$ cat src/core/nibble_ops_pkg.sv
// opcode encodings, widths and decode helpers for the branch/io execution core
// assumes a 10-bit instruction word and a 4-bit data path
package nibble_ops_pkg;
    localparam int PC_W    = 14;
    localparam int IW      = 10;
    localparam int DA_W    = 10;
    localparam int NIB     = 4;
    localparam int W_W     = 2;
    localparam int STK_AW  = 4;
    localparam int STK_D   = 16;
    localparam int D_N     = 16;
    localparam int R_N     = 16;
    localparam int PAGE_LO = 8;
    localparam logic [1:0] WORD_ALIGN = 2'h0;

    typedef enum {
        st_fetch, st_opnd, st_call2, st_ret1, st_ret2, st_pat2, st_standby, st_stop
    } state_t;

    typedef enum {
        op_nop, op_serial_kick, op_imm_neq_mem, op_acc_neq_mem, op_b_neq_mem, op_y_neq_imm,
        op_imm_le_mem, op_acc_le_mem, op_b_le_mem, op_acc_le_imm,
        op_set_ram_bit, op_clear_ram_bit, op_test_ram_bit,
        op_cond_short_jump, op_cond_far_jump, op_far_jump, op_short_call, op_far_call,
        op_table_jump, op_subr_return, op_intr_return,
        op_set_d_latch_indexed, op_set_d_latch_direct, op_clear_d_latch_indexed,
        op_clear_d_latch_direct, op_test_d_latch_indexed, op_test_d_latch_direct,
        op_acc_from_r_port, op_b_from_r_port, op_r_port_from_acc, op_r_port_from_b,
        op_pattern, op_standby_enter, op_stop_enter
    } op_t;

    function automatic op_t decode(input logic [IW-1:0] w);
        casez (w)
            10'b11????????: decode = op_cond_short_jump;
            10'h004, 10'h104: decode = op_acc_neq_mem;
            10'h084: decode = op_b_neq_mem;
            10'b000111????: decode = op_y_neq_imm;
            10'b0?0010????: decode = op_imm_neq_mem;
            10'b0?0011????: decode = op_imm_le_mem;
            10'h014, 10'h114: decode = op_acc_le_mem;
            10'h0c4: decode = op_b_le_mem;
            10'b000101????: decode = op_acc_le_imm;
            10'b00100100??, 10'b01100001??: decode = op_set_ram_bit;
            10'b00100101??, 10'b01100101??: decode = op_clear_ram_bit;
            10'b00100110??, 10'b01100010??: decode = op_test_ram_bit;
            10'b010101????: decode = op_far_jump;
            10'b010110????: decode = op_far_call;
            10'b010111????: decode = op_cond_far_jump;
            10'b01110?????: decode = op_short_call;
            10'b001011????: decode = op_table_jump;
            10'h010: decode = op_subr_return;
            10'h011: decode = op_intr_return;
            10'h0e4: decode = op_set_d_latch_indexed;
            10'h064: decode = op_clear_d_latch_indexed;
            10'h0e0: decode = op_test_d_latch_indexed;
            10'b101110????: decode = op_set_d_latch_direct;
            10'b101010????: decode = op_clear_d_latch_direct;
            10'b101111????: decode = op_test_d_latch_direct;
            10'b100101????: decode = op_acc_from_r_port;
            10'b100100????: decode = op_b_from_r_port;
            10'b100110????: decode = op_r_port_from_acc;
            10'b101100????: decode = op_r_port_from_b;
            10'b011111????: decode = op_pattern;
            10'h148: decode = op_serial_kick;
            10'h14c: decode = op_standby_enter;
            10'h14d: decode = op_stop_enter;
            default: decode = op_nop;
        endcase
    endfunction : decode

    // words whose second word is a ram address or a far target
    function automatic logic two_word(input logic [IW-1:0] w);
        casez (w)
            10'h104, 10'h114, 10'b01001?????, 10'b0110??????, 10'b010101????, 10'b01011?????:
                two_word = 1'b1;
            default: two_word = 1'b0;
        endcase
    endfunction : two_word
endpackage : nibble_ops_pkg

$ cat src/core/nibble_cpu_branch_io_ops.sv
// execution core for compare, ram bit, branch/call/return, io and power control words
// assumes asynchronous-read program rom and data ram on the same clock
//
// Contract
// RULE1: imm_neq_mem sets status when immediate differs
// RULE2: acc_neq_mem sets status when accumulator differs
// RULE3: b_neq_mem sets status, one cycle
// RULE4: y_neq_imm sets status when y differs
// RULE5: imm_le_mem sets no-borrow status
// RULE6: acc_le_mem sets no-borrow status
// RULE7: b_le_mem sets no-borrow status
// RULE8: acc_le_imm sets no-borrow status
// RULE9: ram bit set, clear, test by index
// RULE10: short jump on status, in page
// RULE11: far jump on status, page plus address
// RULE12: short call on status, two cycles
// RULE13: far call on status, two words
// RULE14: table jump by register select, one cycle
// RULE15: subroutine return takes three cycles
// RULE16: interrupt return enables, restores carry, status
// RULE17: d latch set, clear, test
// RULE18: r port nibble moves both directions
// RULE19: pattern fetch reads rom, two cycles
// RULE20: zero word only advances program counter
// RULE21: standby and stop enter low power
// RULE22: serial start acts as no-operation
// RULE23: failed condition falls through, status set
// RULE24: cycle counts fixed per instruction
`timescale 1ns/10ps
`default_nettype none
module nibble_cpu_branch_io_ops
    import nibble_ops_pkg::*;
(
    // clock and reset
    input  wire logic               clk,
    input  wire logic               reset_n,
    input  wire logic               ce,
    // program rom
    output logic [PC_W-1:0]         rom_addr,
    input  wire logic [IW-1:0]      rom_data,
    // data ram
    output logic [DA_W-1:0]         ram_addr,
    output logic [NIB-1:0]          ram_wdata,
    output logic                    ram_we,
    input  wire logic [NIB-1:0]     ram_rdata,
    // register preload from the rest of the core
    input  wire logic               core_load,
    input  wire logic [NIB-1:0]     core_acc,
    input  wire logic [NIB-1:0]     core_b,
    input  wire logic [W_W-1:0]     core_w,
    input  wire logic [NIB-1:0]     core_x,
    input  wire logic [NIB-1:0]     core_y,
    input  wire logic               core_cy,
    // pins
    output logic [D_N-1:0]          d_out,
    input  wire logic [D_N-1:0]     d_in,
    output logic [R_N*NIB-1:0]      r_out,
    input  wire logic [R_N*NIB-1:0] r_in,
    input  wire logic               wake_pin,
    // state seen by the core
    output logic                    standby_o,
    output logic                    stop_o,
    output logic                    st_o,
    output logic                    cy_o,
    output logic                    ie_o,
    output logic [NIB-1:0]          acc_o,
    output logic [NIB-1:0]          b_o
);

    localparam int STK_W = PC_W + 2;

    state_t                 state_r;
    logic [PC_W-1:0]        pc_r;
    logic [IW-1:0]          ir_r;
    logic [NIB-1:0]         acc_r, b_r, x_r, y_r;
    logic [W_W-1:0]         w_r;
    logic                   st_r, cy_r, ie_r;
    logic [STK_AW-1:0]      sp_r;
    logic [STK_W-1:0]       stk [STK_D];
    logic [PC_W-1:0]        pat_addr_r;
    logic [D_N-1:0]         d_out_r, d_in_m, d_in_s;
    logic [R_N*NIB-1:0]     r_out_r, r_in_m, r_in_s;
    logic                   wake_m, wake_s;

    logic [IW-1:0]          cw;
    op_t                    op;
    logic                   two, exec_v, cmp_neq, cmp_le, push, pop_ret;
    logic [NIB-1:0]         cmp_a, cmp_b, sel, bit_mask, dl_idx;
    logic [PC_W-1:0]        short_tgt, far_tgt, call_tgt, tbl_tgt, pc_inc;
    logic [STK_W-1:0]       top;

    function automatic logic [NIB-1:0] onehot(input logic [1:0] n);
        onehot = NIB'(1) << n;
    endfunction : onehot

    // -------------------------------------------------------------
    // decode and operand paths
    // -------------------------------------------------------------
    // second word of a two-word form arrives while the first sits in ir_r
    assign cw        = (state_r == st_opnd || state_r == st_call2) ? ir_r : rom_data;
    assign op        = decode(cw);
    assign two       = two_word(cw);
    assign exec_v    = ce && ((state_r == st_fetch && !two) || state_r == st_opnd);
    assign sel       = cw[NIB-1:0];
    assign bit_mask  = onehot(cw[1:0]);
    assign pc_inc    = pc_r + PC_W'(1);
    assign short_tgt = {pc_r[PC_W-1:PAGE_LO], cw[PAGE_LO-1:0]};
    assign far_tgt   = {ir_r[NIB-1:0], rom_data};
    assign call_tgt  = PC_W'({ir_r[4:0], WORD_ALIGN});
    assign tbl_tgt   = {sel, b_r, acc_r, WORD_ALIGN};
    assign top       = stk[sp_r - STK_AW'(1)];
    assign dl_idx    = (op == op_set_d_latch_indexed || op == op_clear_d_latch_indexed ||
                        op == op_test_d_latch_indexed) ? y_r : sel;

    always_comb begin
        unique case (op)
            op_imm_neq_mem, op_imm_le_mem: cmp_a = sel;
            op_acc_neq_mem, op_acc_le_mem, op_acc_le_imm: cmp_a = acc_r;
            op_b_neq_mem, op_b_le_mem: cmp_a = b_r;
            default: cmp_a = y_r;
        endcase
        cmp_b   = (op == op_y_neq_imm || op == op_acc_le_imm) ? sel : ram_rdata;
        cmp_neq = cmp_a != cmp_b;
        cmp_le  = cmp_a <= cmp_b;
    end

    // indirect address is the w:x:y pointer, direct is the second word
    assign ram_addr  = (state_r == st_opnd) ? rom_data : {w_r, x_r, y_r};
    assign ram_we    = exec_v && (op == op_set_ram_bit || op == op_clear_ram_bit);   // [RULE9]
    assign ram_wdata = (op == op_set_ram_bit) ? (ram_rdata | bit_mask) : (ram_rdata & ~bit_mask);
    assign rom_addr  = (state_r == st_pat2) ? pat_addr_r : pc_r;
    assign push      = ce && st_r && ((state_r == st_opnd && op == op_far_call) || state_r == st_call2);
    assign pop_ret   = ce && state_r == st_ret2;

    // -------------------------------------------------------------
    // sequencing and program counter
    // -------------------------------------------------------------
    always_ff @(posedge clk or negedge reset_n) begin
        if (!reset_n) begin
            state_r    <= st_fetch;
            pc_r       <= '0;
            ir_r       <= '0;
            pat_addr_r <= '0;
        end else if (ce) begin
            unique case (state_r)
                st_fetch: begin
                    pc_r <= pc_inc;                                      // [RULE20] [RULE22]
                    ir_r <= rom_data;                                    // [RULE16]
                    if (two) begin
                        state_r <= st_opnd;                              // [RULE24]
                    end else begin
                        unique case (op)
                            op_cond_short_jump: if (st_r) pc_r <= short_tgt;   // [RULE10]
                            op_short_call: state_r <= st_call2;          // [RULE12]
                            op_subr_return, op_intr_return: state_r <= st_ret1;   // [RULE15]
                            op_table_jump: pc_r <= tbl_tgt;              // [RULE14]
                            op_pattern: begin
                                pat_addr_r <= tbl_tgt;                   // [RULE19]
                                state_r    <= st_pat2;
                            end
                            op_standby_enter: state_r <= st_standby;     // [RULE21]
                            op_stop_enter: state_r <= st_stop;           // [RULE21]
                            default: ;
                        endcase
                    end
                end
                st_opnd: begin
                    pc_r    <= pc_inc;
                    state_r <= st_fetch;
                    if (op == op_far_jump || ((op == op_cond_far_jump || op == op_far_call) && st_r))
                        pc_r <= far_tgt;                                 // [RULE11] [RULE13] [RULE23]
                end
                st_call2: begin
                    if (st_r) pc_r <= call_tgt;                          // [RULE12] [RULE23]
                    state_r <= st_fetch;
                end
                st_ret1: state_r <= st_ret2;
                st_ret2: begin
                    pc_r    <= top[PC_W-1:0];                            // [RULE15]
                    state_r <= st_fetch;
                end
                st_pat2: state_r <= st_fetch;
                st_standby, st_stop: if (wake_s) state_r <= st_fetch;
            endcase
        end
    end

    // -------------------------------------------------------------
    // return stack
    // -------------------------------------------------------------
    // entry holds status and carry above the return address
    always_ff @(posedge clk or negedge reset_n) begin
        if (!reset_n) begin
            sp_r <= '0;
        end else if (push) begin
            stk[sp_r] <= {st_r, cy_r, (state_r == st_opnd) ? pc_inc : pc_r};   // [RULE13]
            sp_r      <= sp_r + STK_AW'(1);
        end else if (pop_ret) begin
            sp_r <= sp_r - STK_AW'(1);
        end
    end

    // -------------------------------------------------------------
    // working registers and status
    // -------------------------------------------------------------
    always_ff @(posedge clk or negedge reset_n) begin
        if (!reset_n) begin
            acc_r <= '0;
            b_r   <= '0;
            w_r   <= '0;
            x_r   <= '0;
            y_r   <= '0;
            st_r  <= 1'b1;
            cy_r  <= 1'b0;
            ie_r  <= 1'b0;
        end else if (ce) begin
            if (exec_v) begin
                unique case (op)
                    op_imm_neq_mem, op_acc_neq_mem, op_b_neq_mem, op_y_neq_imm:
                        st_r <= cmp_neq;                                 // [RULE1] [RULE2] [RULE3] [RULE4]
                    op_imm_le_mem, op_acc_le_mem, op_b_le_mem, op_acc_le_imm:
                        st_r <= cmp_le;                                  // [RULE5] [RULE6] [RULE7] [RULE8]
                    op_test_ram_bit: st_r <= |(ram_rdata & bit_mask);    // [RULE9]
                    op_cond_short_jump, op_cond_far_jump, op_far_call:
                        st_r <= 1'b1;                                    // [RULE23]
                    op_test_d_latch_indexed, op_test_d_latch_direct:
                        st_r <= d_in_s[dl_idx];                          // [RULE17]
                    op_acc_from_r_port: acc_r <= r_in_s[sel*NIB +: NIB];   // [RULE18]
                    op_b_from_r_port: b_r <= r_in_s[sel*NIB +: NIB];     // [RULE18]
                    default: ;
                endcase
            end
            if (state_r == st_call2) st_r <= 1'b1;                       // [RULE23]
            if (state_r == st_pat2) begin
                b_r   <= rom_data[2*NIB-1:NIB];                          // [RULE19]
                acc_r <= rom_data[NIB-1:0];
            end
            if (state_r == st_ret2 && decode(ir_r) == op_intr_return) begin
                ie_r <= 1'b1;                                            // [RULE16]
                st_r <= top[STK_W-1];
                cy_r <= top[STK_W-2];
            end
            if (core_load) begin
                acc_r <= core_acc;
                b_r   <= core_b;
                w_r   <= core_w;
                x_r   <= core_x;
                y_r   <= core_y;
                cy_r  <= core_cy;
            end
        end
    end

    // the first word of each instruction stays in ir_r, so the last return cycle knows which kind it is
    // -------------------------------------------------------------
    // discrete and r port latches
    // -------------------------------------------------------------
    always_ff @(posedge clk or negedge reset_n) begin
        if (!reset_n) begin
            d_out_r <= '0;
            r_out_r <= '0;
        end else if (exec_v) begin
            unique case (op)
                op_set_d_latch_indexed, op_set_d_latch_direct: d_out_r[dl_idx] <= 1'b1;       // [RULE17]
                op_clear_d_latch_indexed, op_clear_d_latch_direct: d_out_r[dl_idx] <= 1'b0;   // [RULE17]
                op_r_port_from_acc: r_out_r[sel*NIB +: NIB] <= acc_r;   // [RULE18]
                op_r_port_from_b: r_out_r[sel*NIB +: NIB] <= b_r;       // [RULE18]
                default: ;
            endcase
        end
    end

    // -------------------------------------------------------------
    // pin synchronisers
    // -------------------------------------------------------------
    always_ff @(posedge clk or negedge reset_n) begin
        if (!reset_n) begin
            d_in_m <= '0;
            d_in_s <= '0;
            r_in_m <= '0;
            r_in_s <= '0;
            wake_m <= 1'b0;
            wake_s <= 1'b0;
        end else if (ce) begin
            d_in_m <= d_in;
            d_in_s <= d_in_m;
            r_in_m <= r_in;
            r_in_s <= r_in_m;
            wake_m <= wake_pin;
            wake_s <= wake_m;
        end
    end

    assign d_out     = d_out_r;
    assign r_out     = r_out_r;
    assign standby_o = state_r == st_standby;
    assign stop_o    = state_r == st_stop;
    assign st_o      = st_r;
    assign cy_o      = cy_r;
    assign ie_o      = ie_r;
    assign acc_o     = acc_r;
    assign b_o       = b_r;

    // -------------------------------------------------------------
    // checks
    // -------------------------------------------------------------
    logic in_fetch;
    assign in_fetch = ce && state_r == st_fetch && !core_load;

    a_imm_neq_flag: assert property (@(posedge clk) disable iff (!reset_n)   // [RULE1]
        exec_v && op == op_imm_neq_mem |=> st_r == $past(cmp_neq))
        else $error("immediate compare status wrong");
    a_acc_le_flag: assert property (@(posedge clk) disable iff (!reset_n)    // [RULE6]
        exec_v && op == op_acc_le_mem |=> st_r == $past(cmp_le))
        else $error("no-borrow status wrong");
    a_short_jump: assert property (@(posedge clk) disable iff (!reset_n)     // [RULE10]
        in_fetch && !two && op == op_cond_short_jump && st_r |=> pc_r == $past(short_tgt))
        else $error("short jump target wrong");
    a_fall_through: assert property (@(posedge clk) disable iff (!reset_n)   // [RULE23]
        in_fetch && !two && op == op_cond_short_jump && !st_r |=> st_r && pc_r == $past(pc_inc))
        else $error("failed branch did not fall through");
    a_return_len: assert property (@(posedge clk) disable iff (!reset_n)     // [RULE15]
        in_fetch && op == op_subr_return |=> state_r == st_ret1 ##1 (state_r == st_ret2 || !$past(ce)))
        else $error("return sequence wrong");
    a_call_len: assert property (@(posedge clk) disable iff (!reset_n)       // [RULE12]
        ce && state_r == st_call2 |=> state_r == st_fetch)
        else $error("short call not two cycles");
    a_stop_enter: assert property (@(posedge clk) disable iff (!reset_n)     // [RULE21]
        in_fetch && op == op_stop_enter |=> stop_o && !standby_o)
        else $error("stop not entered");
    a_bit_write: assert property (@(posedge clk) disable iff (!reset_n)      // [RULE9]
        ram_we |-> ((ram_wdata & bit_mask) != '0) == (op == op_set_ram_bit))
        else $error("ram bit write wrong");
endmodule : nibble_cpu_branch_io_ops
`default_nettype wire

$ cat config.mk
export PLATFORM = sky130hd
export DESIGN_NAME = nibble_cpu_branch_io_ops
export DESIGN_NICKNAME = d
export VERILOG_FILES = /design/src/core/nibble_ops_pkg.sv /design/src/core/nibble_cpu_branch_io_ops.sv
export SDC_FILE = /design/constraint.sdc
export NUM_CORES = 1
export LEC_CHECK = 0
export ABC_CLOCK_PERIOD_IN_PS = 5440
export BUFFER_PORTS_ARGS = -buffer_cell sky130_fd_sc_hd__buf_4
export CAP_MARGIN = 20
export CORE_ASPECT_RATIO = 1.75
export CORE_MARGIN = 2
export CORE_UTILIZATION = 30
export CTS_BUF_LIST = sky130_fd_sc_hd__clkbuf_16
export CTS_CLUSTER_DIAMETER = 80
export DETAILED_ROUTE_END_ITERATION = 10
export PLACE_DENSITY = 0.49
export SLEW_MARGIN = 30
export SYNTH_ARGS = -nofsm -noshare
export SYNTH_HDL_FRONTEND = slang
export SYNTH_SLANG_ARGS = --single-unit
export TNS_END_PERCENT = 50
$ cat constraint.sdc
create_clock -name clk -period 5.44 [get_ports clk]
set_input_delay 0.816 -clock clk [delete_from_list [all_inputs] [get_ports clk]]
set_output_delay 0.816 -clock clk [all_outputs]
set_load 0.03 [all_outputs]
Yosys cells after proc, flatten, opt, wreduce, memory -nomap -nowiden:

Memory sizes are Yosys's and may differ from the RTL's.
Cells that the tools add are included.
Widths: inputs -> output; s select.

* flip-flop bits (word level): 335
* memories kept: 1
* logic and storage cells: 298
* memory bits (writable): 256

* shift-type cells: 5
* reduce and logical (&&, ||, !) cells: 70
* $lt $le $gt $ge: 3
* mux-type cells: 48
* add/sub/neg operators: 4
* bitwise operators: 8
* equality and inequality tests: 137

Memory list
* stk: words 16, bits a word 16, read ports 1, clocked after memory_dff 0, write ports 1, line nibble_cpu_branch_io_ops.sv:79 `logic [STK_W-1:0] stk [STK_D];`

Operators by type and width (number)
* $eq 32x5->1 const B: 21
* $pmux 6 s33: 2
* $eq 32x4->1 const B: 10
* $eq 32x3->1 const B: 9
* $eq 32x6->1 const B: 7
* $eq 32x2->1 const B: 5
* $pmux 32 s5: 1
* $bwmux 64: 2
* $pmux 32 s4: 1
* $pmux 64 s2: 1
* $shiftx 4x34->64: 2
* $eq 10x9->1 const B: 10
* $mux 32: 3
* $eq 6x6->1 const B: 14
* $mux 14: 6
* $eq 10x8->1 const B: 8
* $logic_not 32->1: 2
* $shift 4x34->64 const A: 1
* $shiftx 64x7->4: 1
* $eq 10x5->1 const B: 6
* $pmux 14 s4: 1
* $mux 4: 13
* $eq 6x5->1 const B: 8
* $eq 8x6->1 const B: 6
* 51 further kinds: 135

Logic depth before layout (Yosys ltp):

* depth after elaboration: 17
* gate-level depth with buffers: 31

Worst setup path after synthesis:

Ideal clock, no wire load.

* path type: register to register
* start point: register state_r[0]
* end point: register st_r (netlist: st_o)
* buffers on the path: 6
* setup slack: -0.146 ns
* library setup time: 0.087 ns
* period minus slack after synthesis: 5.586 ns
* data required time: 5.353 ns
* arrival time: 5.499 ns
* stages on the path, launching flop included: 31
* cell sequence: dfrtp_1 -> buf_4 -> xor2_2 -> nand2_2 -> buf_6 -> buf_6 -> buf_2 -> nand2_1 -> nand2_1 -> clkbuf_1 -> clkbuf_1 -> ha_1 -> a211oi_1 -> nand4_1 -> or2_2 -> a211oi_1 -> nor3_1 -> nand2_1 -> nand2_1 -> ha_1 -> nor2b_1 -> o21ai_0 -> nand2b_1 -> a21oi_1 -> a41oi_1 -> nor2_1 -> or4_1 -> nor3_1 -> nor2_1 -> mux2i_1 -> o41ai_2

* cells in the longest elaborated chain, start to end: 16

RTL lines
* from (decl): line nibble_cpu_branch_io_ops.sv:72 `state_t state_r;`
* from (signal assigned): line nibble_cpu_branch_io_ops.sv:140 `state_r <= st_fetch;`
* from (signal assigned): line nibble_cpu_branch_io_ops.sv:150 `state_r <= st_opnd;`
* from (signal assigned): line nibble_cpu_branch_io_ops.sv:154 `op_short_call: state_r <= st_call2;`
* $eq 32x2->1 / $eq 32x3->1 (equally long branches): line nibble_cpu_branch_io_ops.sv:100, nibble_cpu_branch_io_ops.sv:103, nibble_cpu_branch_io_ops.sv:233
* $logic_or 1x1->1: line nibble_cpu_branch_io_ops.sv:100 `assign cw = (state_r == st_opnd || state_r == st_call2) ? ir_r : rom_data;`
* $mux 10: line nibble_cpu_branch_io_ops.sv:100
* $eq 10x9->1 (tied with other cells): line nibble_ops_pkg.sv:33, nibble_ops_pkg.sv:73
* $reduce_or 2->1: line nibble_ops_pkg.sv:33 `casez (w)`
* $pmux 6 s33: line nibble_ops_pkg.sv:33
* $eq 32x6->1: line nibble_cpu_branch_io_ops.sv:112 `assign dl_idx = (op == op_set_d_latch_indexed || op == op_clear_d_latch_indexed ||`
* $logic_or 1x1->1 (2 in a row): line nibble_cpu_branch_io_ops.sv:112
* $mux 4: line nibble_cpu_branch_io_ops.sv:113 `op == op_test_d_latch_indexed) ? y_r : sel;`
* $bmux 1 s4: line nibble_cpu_branch_io_ops.sv:227 `st_r <= d_in_s[dl_idx];`
* $mux 1 (implied by the code): line nibble_cpu_branch_io_ops.sv:227
* $pmux 1 s5: line nibble_cpu_branch_io_ops.sv:218 `unique case (op)`
* $mux 1: line nibble_cpu_branch_io_ops.sv:217 `if (exec_v) begin`
* $mux 1: line nibble_cpu_branch_io_ops.sv:233 `if (state_r == st_call2) st_r <= 1'b1;`
* $mux 1: line nibble_cpu_branch_io_ops.sv:238 `if (state_r == st_ret2 && decode(ir_r) == op_intr_return) begin`
* to (signal assigned): line nibble_cpu_branch_io_ops.sv:220 `st_r <= cmp_neq;`
* to (signal assigned): line nibble_cpu_branch_io_ops.sv:222 `st_r <= cmp_le;`
* to (signal assigned): line nibble_cpu_branch_io_ops.sv:240 `st_r <= top[STK_W-1];`
* to (decl): line nibble_cpu_branch_io_ops.sv:77 `logic st_r, cy_r, ie_r;`

Parallel ways exist; a longest one is shown, timed or not. The select of a mux whose other input is x is not followed.
A chain may end at the register's enable or synchronous reset.

Worst setup path in the final report:

* start point: register state_r[1]
* end point: output ram_we

* cells in the longest elaborated chain, start to end: 11

RTL lines
* parallel branches: the longest is 10 deep, another holds $pmux 6 s33
* $logic_and 1x1->1 (*): line nibble_cpu_branch_io_ops.sv:129 `assign ram_we = exec_v && (op == op_set_ram_bit || op == op_clear_ram_bit);`
* to (decl): line nibble_cpu_branch_io_ops.sv:44 `output logic ram_we,`

Every way passes the cells marked *.

==> impl_metrics.py <==
metrics = {
    "status": {
        "outcome": "finished clean",
    },
    "route": {
        "ant_nets": 0,
        "vias": 19400,
        "routedWlPerCell_um": 26.3,
        "drt_iter0_drc": 1500,
        "drt-total-wl_um": 97200,
        "viasPerCell": 5.27,
        "drc": 0,
        "dr.pass1.iters": 7,
    },
    "synth": {
        "synth_compound_area_share_pct": 8.29,
        "yosys.area.top_type": "edfxtp_1",
        "synthAdderAreaFrac_pct": 0.554,
        "yosys-mux-area-fraction_pct": 19.2,
        "ys_ff_latch": 562,
        "yosysMostFrequentCell": "dfrtp_1",
        "yosys.area_share.simple_pct": 11.5,
        "ys.flop_type": "dfrtp_1",
        "syn_area_per_cell_sq_um": 12.7,
        "synth_common_cells": "dfrtp_1, nand2_1, mux2_2, edfxtp_1, nor2_1",
        "yosys_warnings": 0,
        "ys_top_cells_by_area": "edfxtp_1, dfrtp_1, mux2_2, mux4_2, nand2_1",
        "synth_cells": 2138,
        "synth-async-reset-ratio_pct": 54.4,
        "synth_top_area_share_pct": 28.4,
        "synth_top_family_by_area": "multiplexers",
        "synth.cell_area_sq_mm": 0.0271,
        "synth-xor-area-share_pct": 1.15,
        "synth-edff-count": 256,
        "seq_area_frac_synth_pct": 56.7,
        "yosysUniqueCellTypes": 102,
        "synth.net_count": 2268,
    },
    "global_route": {
        "antenna_found_initial": 2,
        "grt_first_pass_wirelength_um": 142000,
        "grt_overflow_total": 0,
        "grt_usage_pct": 20.8,
        "first_global_vias": 20500,
        "grt_max_degree": 167,
    },
    "floorplanning": {
        "die_h_um": 401,
        "initial_utilization_pct": 30.3,
        "core_area_sq_mm": 0.0894,
        "ios": 240,
        "die_area_sq_mm": 0.0928,
        "num_rows": 145,
        "die_w_um": 231,
    },
    "clock_network": {
        "cts_made_buffers": 54,
        "postCtsSetupBuffers": 0,
        "worstSkewPairLatency_ps": 650,
        "clkSlewWorstSetupHoldPaths_ps": 70,
        "cts_hold_buf": 0,
        "root_buffer": "clkbuf_16",
        "cts_sinks": 562,
        "htree_levels": 2,
        "cts_tree": "done",
        "cts_buffer_depth": 3,
        "cts-resized-gates": 0,
    },
    "worst_setup_path": {
        "cp_cell_sequence": "xor2_4 > nand2_2 > buf_12 > buf_4 > o2111ai_1 > a221oi_1 > o22ai_1 > nor3_1 > o21ai_0 > nor4_1 > buf_4 > buf_4",
        "regToRegSetupSlack_ps": 370,
        "crit_top_cell": "buf_4",
        "cp_slowest_cell": "a221oi_1",
        "worstSetupPathType": "reg -> out",
        "crit_path_max_fanout": 27,
        "cp_data_required_time_ps": 4620,
        "start_kind": "register",
        "rr_endpoint": "st_o$_DFFE_PN1P_",
        "cp.arrival_ps": 4330,
        "cpPeakStageDelay_ps": 510,
        "critPathCaptureType": "output pin",
        "r2r-start": "ir_r[6]$_DFFE_PN0P_",
        "ff2ff_path_depth": 24,
    },
    "flow_run": {
        "max-cap-violations": 0,
    },
    "pwr": {
        "worst_ir_drop_vdd_mv": 0.306,
        "leakagePower_nw": 13.3,
        "total_power_mw": 18.8,
        "p_per_area_mw_per_mm2": 567,
    },
    "placed_design": {
        "port_buffers": 239,
        "gp_congestion": 0.906,
        "place_ws_ps": 63.7,
        "hpwl_um": 71900,
    },
    "cells_and_area": {
        "multi_input_area_sq_mm": 0.0112,
        "final.fill_count": 8615,
        "syn_to_final_growth_pct": 22.4,
        "seq_area_sq_mm": 0.0153,
        "drive_above_1_share_pct": 35.6,
        "antenna_cells": 0,
        "nNetsFinal": 2599,
    },
    "timing": {
        "maxSlewHeadroom_pct": 32.1,
        "finClkSkew_ps": 32.8,
        "slew_viol_final": 0,
        "setup_tns_ps": 0,
        "fin_crit_ps": 5150,
        "setup_slack_ps": 294,
        "hold_viol": 0,
        "rsz0062_at_grt": "no",
        "finalSetupViolations": 0,
        "fmax_mhz": 194,
        "fin_crit_sh_pct": 94.6,
        "max_slew.worst_pin.slew_ps": 1020,
    },
    "worst_hold_path": {
        "hold_path.class": "in -> async",
    },
}
## how the worst max path moves through the flow
stage	from	end	depth (start not counted)
floorplan	state_r[1]$_DFFE_PN0P_	st_o$_DFFE_PN1P_	28
global placement	rom_data[0]	st_o$_DFFE_PN1P_	24
detailed placement	rom_data[0]	st_o$_DFFE_PN1P_	24
CTS	state_r[1]$_DFFE_PN0P_	ram_we	12
global route	state_r[1]$_DFFE_PN0P_	ram_we	12
finish	state_r[1]$_DFFE_PN0P_	ram_we	12
## stage by stage
step	hold WS [ps]	cell area, sq um	utilization [%]	cells
2_1_floorplan	450	27100	-	2138
3_3_place_gp	463	31300	35.0	3587
3_5_place_dp	470	31400	35.1	3587
4_1_cts	121	33100	37.0	3685
5_1_grt	157	33100	37.1	3687
6_report	125	33100	37.1	3687
## cell usage in the layout (no fill, tap or decap), types with 10 or more instances in the layout
master / Yosys / final
buf_4: 2 / 402
dfrtp_1: 305 / 304
nand2_1: 261 / 261
mux2_2: 257 / 257
edfxtp_1: 256 / 256
nor2_1: 137 / 136
o21ai_0: 79 / 78
mux4_2: 78 / 78
a21oi_1: 69 / 69
nand3_1: 63 / 63
clkbuf_16: 0 / 54
mux2i_1: 40 / 39
inv_1: 28 / 35
nand2b_1: 28 / 28
nor3_1: 27 / 23
nor2b_1: 23 / 23
o221ai_1: 15 / 15
nand4_1: 14 / 14
xnor2_1: 23 / 13
clkinv_2: 0 / 13
and3_1: 12 / 12
o211ai_1: 12 / 12
clkinv_1: 2 / 12
and2_1: 11 / 11
ha_1: 12 / 11
xnor2_2: 1 / 10
a311oi_1: 10 / 10
buf_12: 0 / 10
## report_power, final
group	leakage (nW)	total (mW)	switching [mW]	internal, mW
Clock	0.873	3.77	1.75	2.02
Sequential	6.13	5.74	0.605	5.14
Combinational	6.25	9.28	5.76	3.52
Total	13.3	18.8	8.12	10.7
## sequential cells by signal (all words and copies together) (netlist names), named ones only
| signal | count |
|---|---|
| stk | 256 |
| r_in_m | 64 |
| r_in_s | 64 |
| r_out | 64 |
| d_in_m | 16 |
| d_in_s | 16 |
| pc_r | 14 |
| pat_addr_r | 12 |
| ir_r | 10 |
| acc_o | 4 |
| b_o | 4 |
| sp_r | 4 |
| x_r | 4 |
| y_r | 4 |
| state_r | 3 |
| w_r | 2 |
| cy_o | 1 |
| ie_o | 1 |
| st_o | 1 |
| wake_m | 1 |
| wake_s | 1 |
## routing by layer
layer,vias up,track usage [%],wire (um)
met5,-,0,0
met4,0,9.41,4770
met3,202,2.43,4020
met2,701,38.6,51400
met1,9900,23.6,37000
li1,8638,-,-
## logic make-up (layout without fill, tap and decap cells)
family                     after synthesis  count (layout)
and+or+nand+nor                        646             646
DFF                                    562             562
xor gates and xnor gates                34              34
adders and majority gates               12              12
buffers and inverters                  172             545
muxes                                  387             387
AOI/OAI and AO/OA                      325             325
## cell type report
class,count,share of cell area [%]
Clock inverter,44,1.10
Timing Repair Buffer,417,9.99
Clock buffer,54,4.08
Tap cell,1176,4.44
Multi-Input combinational cell,1404,33.7
Sequential cell,562,46.3
Inverter,30,0.340
## worst max-delay path, delay by kind of cell (launching register included)
family,cells,cell delay [ps]
xor+xnor,1,260
flops,1,480
compound gates,4,1280
simple gates,3,830
buf+inv,4,800
(Power assumes the default switching activity.)
